**src/pkg/eag_pkg.sv**
```systemverilog
// Package of modes, widths and carrier structs for the effective address generator.
package eag_pkg;

   localparam int unsigned ADDR_W      = 16;
   localparam int unsigned BYTE_W      = 8;
   localparam int unsigned BUS_W_FULL  = 16;
   localparam int unsigned BUS_W_8K    = 13;
   localparam int unsigned BUS_W_4K    = 12;
   localparam logic [7:0]  ZERO_PAGE   = 8'h00;
   localparam logic [15:0] ADDR_RESET  = 16'h0000;
   localparam logic [15:0] ADDR_ONE    = 16'h0001;
   localparam int unsigned MEM_DEPTH   = 4;

   // Addressing modes requested by the instruction decoder.
   typedef enum logic [3:0] {
      MODE_IMPLIED    = 4'h0,
      MODE_ABSOLUTE   = 4'h1,
      MODE_ZERO_PAGE  = 4'h2,
      MODE_ZP_INDEXED = 4'h3,
      MODE_ABS_INDEXED= 4'h4,
      MODE_RELATIVE   = 4'h5,
      MODE_IDX_IND    = 4'h6,
      MODE_IND_IDX    = 4'h7,
      MODE_ABS_IND    = 4'h8
   } mode_e;

   // Sequencer states; Gray coded along the pointer path.
   typedef enum logic [2:0] {
      ST_IDLE   = 3'b000,
      ST_PTR_LO = 3'b001,
      ST_PTR_HI = 3'b011,
      ST_DONE   = 3'b010
   } state_e;

   // One address request from the decoder.
   typedef struct packed {
      mode_e       mode;
      logic        use_second;   // Selects the second index register.
      logic [7:0]  byte2;
      logic [7:0]  byte3;
      logic [15:0] next_pc;      // Address of the following instruction.
   } request_s;

   // Pointer read towards the memory system.
   typedef struct packed {
      logic        valid;
      logic [15:0] addr;
   } mem_req_s;

   // Result handed back to the core.
   typedef struct packed {
      logic        valid;
      logic        load_pc;      // Result goes into the program counter.
      logic [15:0] addr;
   } result_s;

endpackage : eag_pkg

```
**src/design/byte_store.sv**
```systemverilog
// Small register memory holding the pointer low byte read back from memory.
`timescale 1ns/1ns
module byte_store
   import eag_pkg::*;
#(
   parameter int unsigned DEPTH = MEM_DEPTH
) (
   // Clock, reset and enable
   input  wire logic                     clock,
   input  wire logic                     rst,
   input  wire logic                     enable,
   // Write port
   input  wire logic                     write_en,
   input  wire logic [$clog2(DEPTH)-1:0] write_index,
   input  wire logic [BYTE_W-1:0]        write_data,
   // Read port
   input  wire logic [$clog2(DEPTH)-1:0] read_index,
   output logic      [BYTE_W-1:0]        read_data
);

   if (DEPTH < 2) begin : g_depth_check
      $error("byte_store needs at least two entries.");
   end

   logic [BYTE_W-1:0] cells [DEPTH];

   always_ff @(posedge clock or posedge rst) begin
      if (rst) begin
         for (int i = 0; i < DEPTH; i++) cells[i] <= '0;
      end else if (enable && write_en) begin
         cells[write_index] <= write_data;
      end
   end

   always_ff @(posedge clock or posedge rst) begin
      if (rst) begin
         read_data <= '0;
      end else if (enable) begin
         read_data <= cells[read_index];
      end
   end

endmodule : byte_store

```
**src/design/effective_address_generator.sv**
```systemverilog
// Effective address generation datapath for the eight-bit processor core.
`timescale 1ns/1ns
// Operation
// RULE1: Absolute: low byte from byte two, high byte from byte three.
// RULE2: Zero page: byte two is the low byte, high byte forced zero.
// RULE3: Indexed zero page: byte two plus index, carry dropped, page zero.
// RULE4: Indexed absolute: selected index added to sixteen-bit base from bytes two, three.
// RULE5: Implied: no address bytes used; operand location comes from the opcode.
// RULE6: Branch: byte two is signed offset from next instruction address.
// RULE7: Indexed indirect: byte two plus first index, carry dropped, pointer read.
// RULE8: Indexed indirect: both pointer byte reads stay within page zero.
// RULE9: Indirect indexed: pointer low plus second index, carry into high byte.
// RULE10: Absolute indirect: pointer from bytes two, three; result loads program counter.
// RULE11: Variant driving only thirteen lowest address lines, 8K space.
// RULE12: Variant driving only twelve lowest address lines, 4K space.
module effective_address_generator
   import eag_pkg::*;
#(
   parameter int unsigned BUS_WIDTH = BUS_W_FULL
) (
   // Clock, reset and enable
   input  wire logic                 clock,
   input  wire logic                 rst,
   input  wire logic                 clock_enable,
   // Index registers
   input  wire logic [BYTE_W-1:0]    index_first,
   input  wire logic [BYTE_W-1:0]    index_second,
   // Request from the decoder
   input  wire logic                 request_valid,
   input  wire request_s             request,
   output logic                      request_ready,
   // Pointer reads towards memory
   output mem_req_s                  mem_req,
   input  wire logic                 mem_data_valid,
   input  wire logic [BYTE_W-1:0]    mem_data,
   // Result
   output result_s                   result,
   output logic [BUS_WIDTH-1:0]      external_address_lines
);

   if (BUS_WIDTH != BUS_W_FULL && BUS_WIDTH != BUS_W_8K && BUS_WIDTH != BUS_W_4K) begin : g_width_check
      $error("BUS_WIDTH must be 16, 13 or 12.");
   end

   // ----------------------------------------------------------------
   // Request capture
   // ----------------------------------------------------------------
   state_e      state;
   request_s    held;
   logic [15:0] ptr;
   logic [7:0]  low_byte;
   logic [7:0]  y_snap;
   logic        took;

   assign took = request_valid && request_ready;

   function automatic logic [7:0] zp_add(input logic [7:0] a, input logic [7:0] b);
      zp_add = a + b;
   endfunction : zp_add

   // Combinational result for modes that need no memory read.
   logic [15:0] direct_addr;
   logic        direct_pc;
   logic [7:0]  sel_index;

   always_comb begin
      sel_index   = request.use_second ? index_second : index_first;
      direct_addr = ADDR_RESET;
      direct_pc   = 1'b0;
      case (request.mode)
         MODE_ABSOLUTE:    direct_addr = {request.byte3, request.byte2}; // RULE1
         MODE_ZERO_PAGE:   direct_addr = {ZERO_PAGE, request.byte2}; // RULE2
         MODE_ZP_INDEXED:  direct_addr = {ZERO_PAGE, zp_add(request.byte2, sel_index)}; // RULE3
         MODE_ABS_INDEXED: direct_addr = {request.byte3, request.byte2} + {8'h00, sel_index}; // RULE4
         MODE_RELATIVE: begin
            direct_addr = request.next_pc + {{8{request.byte2[7]}}, request.byte2}; // RULE6
            direct_pc   = 1'b1;
         end
         default:          direct_addr = ADDR_RESET; // RULE5
      endcase
   end

   logic needs_mem;
   assign needs_mem = (request.mode == MODE_IDX_IND) || (request.mode == MODE_IND_IDX)
                      || (request.mode == MODE_ABS_IND);

   // ----------------------------------------------------------------
   // Pointer sequencer
   // ----------------------------------------------------------------
   always_ff @(posedge clock or posedge rst) begin
      if (rst) begin
         state  <= ST_IDLE;
         held   <= '0;
         ptr    <= ADDR_RESET;
         y_snap <= 8'h00;
      end else if (clock_enable) begin
         case (state)
            ST_IDLE: begin
               if (took && needs_mem) begin
                  held   <= request;
                  y_snap <= index_second;
                  state  <= ST_PTR_LO;
                  case (request.mode)
                     MODE_IDX_IND: ptr <= {ZERO_PAGE, zp_add(request.byte2, index_first)}; // RULE7
                     MODE_IND_IDX: ptr <= {ZERO_PAGE, request.byte2}; // RULE9
                     default:      ptr <= {request.byte3, request.byte2}; // RULE10
                  endcase
               end
            end
            ST_PTR_LO: begin
               if (mem_data_valid) begin
                  state <= ST_PTR_HI;
                  if (held.mode == MODE_ABS_IND) ptr <= ptr + ADDR_ONE; // RULE10
                  else ptr <= {ZERO_PAGE, zp_add(ptr[7:0], 8'h01)}; // RULE8
               end
            end
            ST_PTR_HI: begin
               if (mem_data_valid) state <= ST_DONE;
            end
            default: state <= ST_IDLE;
         endcase
      end
   end

   // Only the pointer low byte goes through the byte store, in entry 0; the high byte comes straight from mem_data.
   logic [7:0] stored_low;

   byte_store #(
      .DEPTH (MEM_DEPTH)
   ) u_store (
      .clock       (clock),
      .rst         (rst),
      .enable      (clock_enable),
      .write_en    (state == ST_PTR_LO && mem_data_valid),
      .write_index ('0),
      .write_data  (mem_data),
      .read_index  ('0),
      .read_data   (stored_low)
   );

   always_ff @(posedge clock or posedge rst) begin
      if (rst) low_byte <= 8'h00;
      else if (clock_enable) low_byte <= stored_low;
   end

   // ----------------------------------------------------------------
   // Outputs
   // ----------------------------------------------------------------
   logic [8:0] low_sum;
   assign low_sum = {1'b0, stored_low} + {1'b0, y_snap};

   // Second pointer fetch address and the finished pointer-mode address.
   logic [15:0] next_fetch;
   logic [15:0] ptr_result;
   assign next_fetch = (held.mode == MODE_ABS_IND) ? ptr + ADDR_ONE
                                                   : {ZERO_PAGE, zp_add(ptr[7:0], 8'h01)}; // RULE8 RULE10
   assign ptr_result = (held.mode == MODE_IND_IDX)
                       ? {mem_data + {7'h00, low_sum[8]}, low_sum[7:0]} // RULE9
                       : {mem_data, stored_low}; // RULE7 RULE10

   always_ff @(posedge clock or posedge rst) begin
      if (rst) begin
         request_ready <= 1'b0;
         mem_req       <= '0;
         result        <= '0;
      end else if (clock_enable) begin
         request_ready <= (state == ST_IDLE) && !(took && needs_mem);
         mem_req.valid <= (state == ST_PTR_LO || state == ST_PTR_HI) && !mem_data_valid
                          || (state == ST_PTR_LO && mem_data_valid);
         mem_req.addr  <= (state == ST_PTR_LO && mem_data_valid) ? next_fetch : ptr; // RULE8
         result.valid  <= 1'b0;
         result.load_pc <= 1'b0;
         if (state == ST_IDLE && took && !needs_mem) begin
            result.valid   <= request.mode != MODE_IMPLIED; // RULE5
            result.load_pc <= direct_pc;
            result.addr    <= direct_addr;
         end else if (state == ST_PTR_HI && mem_data_valid) begin
            result.valid <= 1'b1;
            result.addr  <= ptr_result; // RULE7 RULE9
            result.load_pc <= held.mode == MODE_ABS_IND; // RULE10
         end
      end
   end

   // Only the lowest BUS_WIDTH lines leave the device.
   always_ff @(posedge clock or posedge rst) begin
      if (rst) begin
         external_address_lines <= '0;
      end else if (clock_enable) begin
         if (state == ST_PTR_LO && mem_data_valid)
            external_address_lines <= next_fetch[BUS_WIDTH-1:0]; // RULE11 RULE12
         else if (state == ST_PTR_HI && mem_data_valid)
            external_address_lines <= ptr_result[BUS_WIDTH-1:0]; // RULE11 RULE12
         else if (state == ST_IDLE && took && needs_mem)
            external_address_lines <= (request.mode == MODE_IDX_IND)
               ? BUS_WIDTH'({ZERO_PAGE, zp_add(request.byte2, index_first)})
               : (request.mode == MODE_IND_IDX) ? BUS_WIDTH'({ZERO_PAGE, request.byte2})
               : BUS_WIDTH'({request.byte3, request.byte2}); // RULE11 RULE12
         else if (state == ST_IDLE && took)
            external_address_lines <= direct_addr[BUS_WIDTH-1:0]; // RULE11 RULE12
      end
   end

endmodule : effective_address_generator

```
**config.mk**
```make
export PLATFORM = sky130hd
export DESIGN_NAME = effective_address_generator
export DESIGN_NICKNAME = d
export VERILOG_FILES = /design/src/pkg/eag_pkg.sv /design/src/design/byte_store.sv /design/src/design/effective_address_generator.sv
export SDC_FILE = /design/constraint.sdc
export NUM_CORES = 1
export LEC_CHECK = 0
export ABC_AREA = 1
export BUFFER_PORTS_ARGS = -buffer_cell sky130_fd_sc_hd__buf_2
export CORE_MARGIN = 8
export CORE_UTILIZATION = 35
export CTS_BUF_LIST = sky130_fd_sc_hd__clkbuf_8
export CTS_CLUSTER_DIAMETER = 30
export CTS_CLUSTER_SIZE = 20
export DETAILED_ROUTE_END_ITERATION = 8
export GPL_TIMING_DRIVEN = 0
export PLACE_DENSITY_LB_ADDON = 0.08
export SYNTH_ARGS = -nofsm -noshare
export SYNTH_HDL_FRONTEND = slang
export SYNTH_SLANG_ARGS = --single-unit
export TNS_END_PERCENT = 10
```
**constraint.sdc**
```tcl
create_clock -name clock -period 6.4 [get_ports clock]
set_input_delay 1.28 -clock clock [delete_from_list [all_inputs] [get_ports clock]]
set_output_delay 1.28 -clock clock [all_outputs]
set_load 0.1 [all_outputs]
```
==> metrics.md <==
| Metric | Value |
|---|---|
| Status | finished, final reports clean |
| Diodes inserted | 0 |
| Chip Height | approximately 170 um |
| Final Util | roughly two fifths |
| Initial core utilization | 35.74% |
| Hold buffer count at cts | 0 |
| Final min period | 3.562 ns |
| Layout Skew | 0.02120 ns |
| Bufs and invs on worst path | 2 |
| Initial antenna violation count | 0 |
| DP Worst Slack | 2.609 ns |
| Total wire length | 28,910 um |
| Overall Global Routing Usage | a little over a fifth |
| Setup ws final | 2.838 ns |
| Worst path required time | 6.68 ns |
| Core area | 22,640 um^2 |
| CTS tree | yes |
| Post-synth EDFFs | 0 |
| Avg Vias per Cell | between 5 and 6 |
| Top post-synthesis cells by area | dfrtp_1, nand2_1, inv_1 |
| # setup viols final | 0 |
| Layout cell share with drive strength beyond 1 | 16.34% |
| Sequential cell area | 2452 um^2 |
| Syn. warnings | 0 |
| FMAX | ~280 MHz |
| Worst slew margin | 47.59% |
| CP Cell Sequence | ha_1 > inv_1 > fa_1 > inv_1 > nand3_1 > nand2_1 > nand2_1 > nand2_1 > a21oi_1 > nor2_1 > o21ai_0 > nand2_1 > ha_1 > nand2_1 > nor2_1 > nand4_1 > nor2_1 > nand2_1 > o21ai_0 > a21boi_0 > o21ai_1 |
| Largest net degree at the start of global routing | 55 |
| Starting DRC count in detailed routing | 578 |
| Setup TNS | 0 ns |
| Row cnt | 55 |
| Dominant synthesized flop cell | dfrtp_1 |
| Worst vdd rail ir drop | 0.3039 mV |
| Area Overhead vs Synth | 14.19% |
| Fin area | between 9000 and 10,000 um^2 |
| Clock buffer count from CTS | 9 |
| Mean Syn Cell Area | 6.699 um^2 |
| Multi-input gate area | 4840 um^2 |
| Netlist cell types | 55 |
| Fillers | 2,491 |
| Flops & latches, synth | 98 |
| H-tree depth | 3 |
| Clock Latency Late Sink | 0.41 ns |
| Final ANT Viol Nets | 0 |
| Fin crit share | roughly 56% |
| Post-CTS Setup Inserts | 0 |
| IO Count | about 120 |
| Cts repair resizes | 0 |
| Slew of the pin with the lowest slew margin | 0.7862 ns |
| WL/cell | 17.79 um |
| Via count | 8,225 |
| Number of port buffers | 115 |
| Number of global-route vias before repair | 8,295 |
| Die area | 28,240 um^2 |
| Fin nets | around 1,400 |
| Residual DRC count | 0 |
| Worst path top cell family by delay | simple AND/OR/NAND/NOR gates |
| Root Buffer | clkbuf_8 |
| Worst path max stage delay | 0.54 ns |
| Hpwl dp | 23,650 um |
| Drt first pass iters | 5 |
| Sequential fraction of the synthesis area | 30.30% |
| # Max-Cap Violations | 0 |
| Final Hold Viols | 0 |
| Synth top area share | about 30% |
| Worst setup SP type | register |
| Syn Nets | 1,319 |
| Worst Setup End Kind | register |
| Async SR Flop Fraction | 100.0% |
| Placer Congestion | 0.8833 |
| Clock buffer depth | 2 |
| WS Path Type | reg -> reg |
| Grt ovf | 0 |
| Worst path most repeated cell | nand2_1 |
| Leak | 4.895 nW |
| Cell Area, Placed | 9055 um^2 |
| Slowest CP cell | o21ai_0 |
| Clk sinks | 98 |
| Slew Limit Fails | 0 |
| Min-Delay Path Class | reg -> reg |
| First-pass GRT wire length | 46,300 um |
| Unrepaired setup endpoints after global routing | false |
| Gate Count Post-Synth | ~1,200 |
| Critical Path AT | 3.84 ns |
| Largest area contributor in the netlist | dfrtp_1 |
| Mapped cell area | 8093 um^2 |
| Pwr dens | ~430 nW/um^2 |
| Max FO, Critical Path | 3 |
| Die X | 168.1 um |
| Clock-pin slew on the worst setup and hold paths | about 0.12 ns |
| Placed Cells | 1,609 |
| Non-Filler Instances | ~1,600 |
==> kinds of logic (layout without fill, tap and decap cells) <==
family                     count (synthesis)  after routing  synth area share, %
muxes                                      4              4               0.5257
AOI/OAI and AO/OA                        212            212                15.06
and+or+nand+nor                          644            644                35.37
buffers and inverters                    191            323                9.895
adders and majority gates                 45             45                7.328
xor gates and xnor gates                  14             14                1.515
DFF                                       98             98                30.30
==> registers in the layout, summed over array words and instances, names as in the netlist <==
| register | flops |
|---|---|
| mem_req | 17 |
| u_store.cells | 8 |
| u_store.read_data | 8 |
| request_ready | 1 |
| external_address_lines | 16 |
| state | 2 |
| result | 18 |
| held | 4 |
| ptr | 16 |
| y_snap | 8 |
==> path summary, 6_finish.rpt <==
| path | end | start | slack, ns | cells after the start |
|---|---|---|---|---|
| worst min-delay path | u_store.read_data[4] | u_store.cells[28] | 0.49 | 2 |
| min in group asynchronous | mem_req[1] | rst | 0.93 | 2 |
| max in group asynchronous | result[11] | rst | 4.76 | 3 |
| worst max-delay path | result[15] | u_store.read_data[0] | 2.84 | 21 |
| worst max register to register | result[15] | u_store.read_data[0] | 2.84 | 21 |
| worst min register to register | u_store.read_data[4] | u_store.cells[28] | 0.49 | 2 |
==> Yosys cell counts, drive strengths merged, types with 4 or more instances <==
library cell and instances:
o21ai 91, nand3b 9, inv 158, nand2 370, clkbuf 12, xor2 11
a21boi 8, a31oi 11, buf 19, nand3 99, nor3 6, or2 8
a21oi 80, dfrtp 98, fa 4, a22oi 5, nand4 18, nor2 129
ha 41
==> worst register-to-register path, cell delays in order, from the launching register on <==
cell	delay, ns
dfrtp_1	0.44
ha_1	0.19
inv_1	0.05
fa_1	0.38
inv_1	0.09
nand3_1	0.08
nand2_1	0.08
nand2_1	0.06
nand2_1	0.06
a21oi_1	0.08
nor2_1	0.09
o21ai_0	0.08
nand2_1	0.08
ha_1	0.17
nand2_1	0.06
nor2_1	0.16
nand4_1	0.16
nor2_1	0.15
nand2_1	0.08
o21ai_0	0.54
a21boi_0	0.28
o21ai_1	0.08
==> stage by stage <==
| stage | total power, W | hold WS [ns] |
|---|---|---|
| after global placement | 0.003575 | 0.4578 |
| final | 0.003980 | 0.4889 |
| after CTS | 0.004001 | 0.4920 |
| after detailed placement | 0.003585 | 0.4627 |
| after global routing | 0.004244 | 0.5230 |
| after floorplan | 0.003014 | 0.4483 |
==> routing by layer <==
metal  GRT usage [%]  routed length, um  vias up
li1                -                  -     4171
met1           28.85              14250     3858
met2           33.64              12940      169
met3           3.087               1178       27
met4           5.047                534        0
met5               0                  0        -
==> final cells by class <==
| class | instances | area share, % |
|---|---|---|
| multi-input combinational | 919 | 52.37 |
| inverter | 160 | 6.634 |
| tap | 285 | 3.859 |
| clock buffer | 9 | 1.340 |
| clock inverter | 7 | 0.6770 |
| sequential | 98 | 26.54 |
| buffer | 31 | 2.058 |
| timing repair buffer | 116 | 6.526 |
==> where the power goes <==
group	internal [W]	switching, W	total (W)
combinational	0.000546	0.00194	0.00249
sequential	0.000879	0.000200	0.00108
clock	0.000148	0.000264	0.000413
total	0.00157	0.00241	0.00398
==> cells in the final DEF, fill, tap and decap left out, types with 9 or more instances in the layout <==
cell,count
nand2_1,361
inv_1,143
buf_2,125
nor2_1,112
dfrtp_1,98
nand3_1,97
a21oi_1,76
o21ai_0,65
ha_1,41
nand4_1,18
o21ai_1,18
inv_2,12
clkbuf_1,12
xor2_1,11
nor2_4,10
a31oi_1,10
nand3b_1,9
clkbuf_8,9
Power figures use the tool's default switching activity.
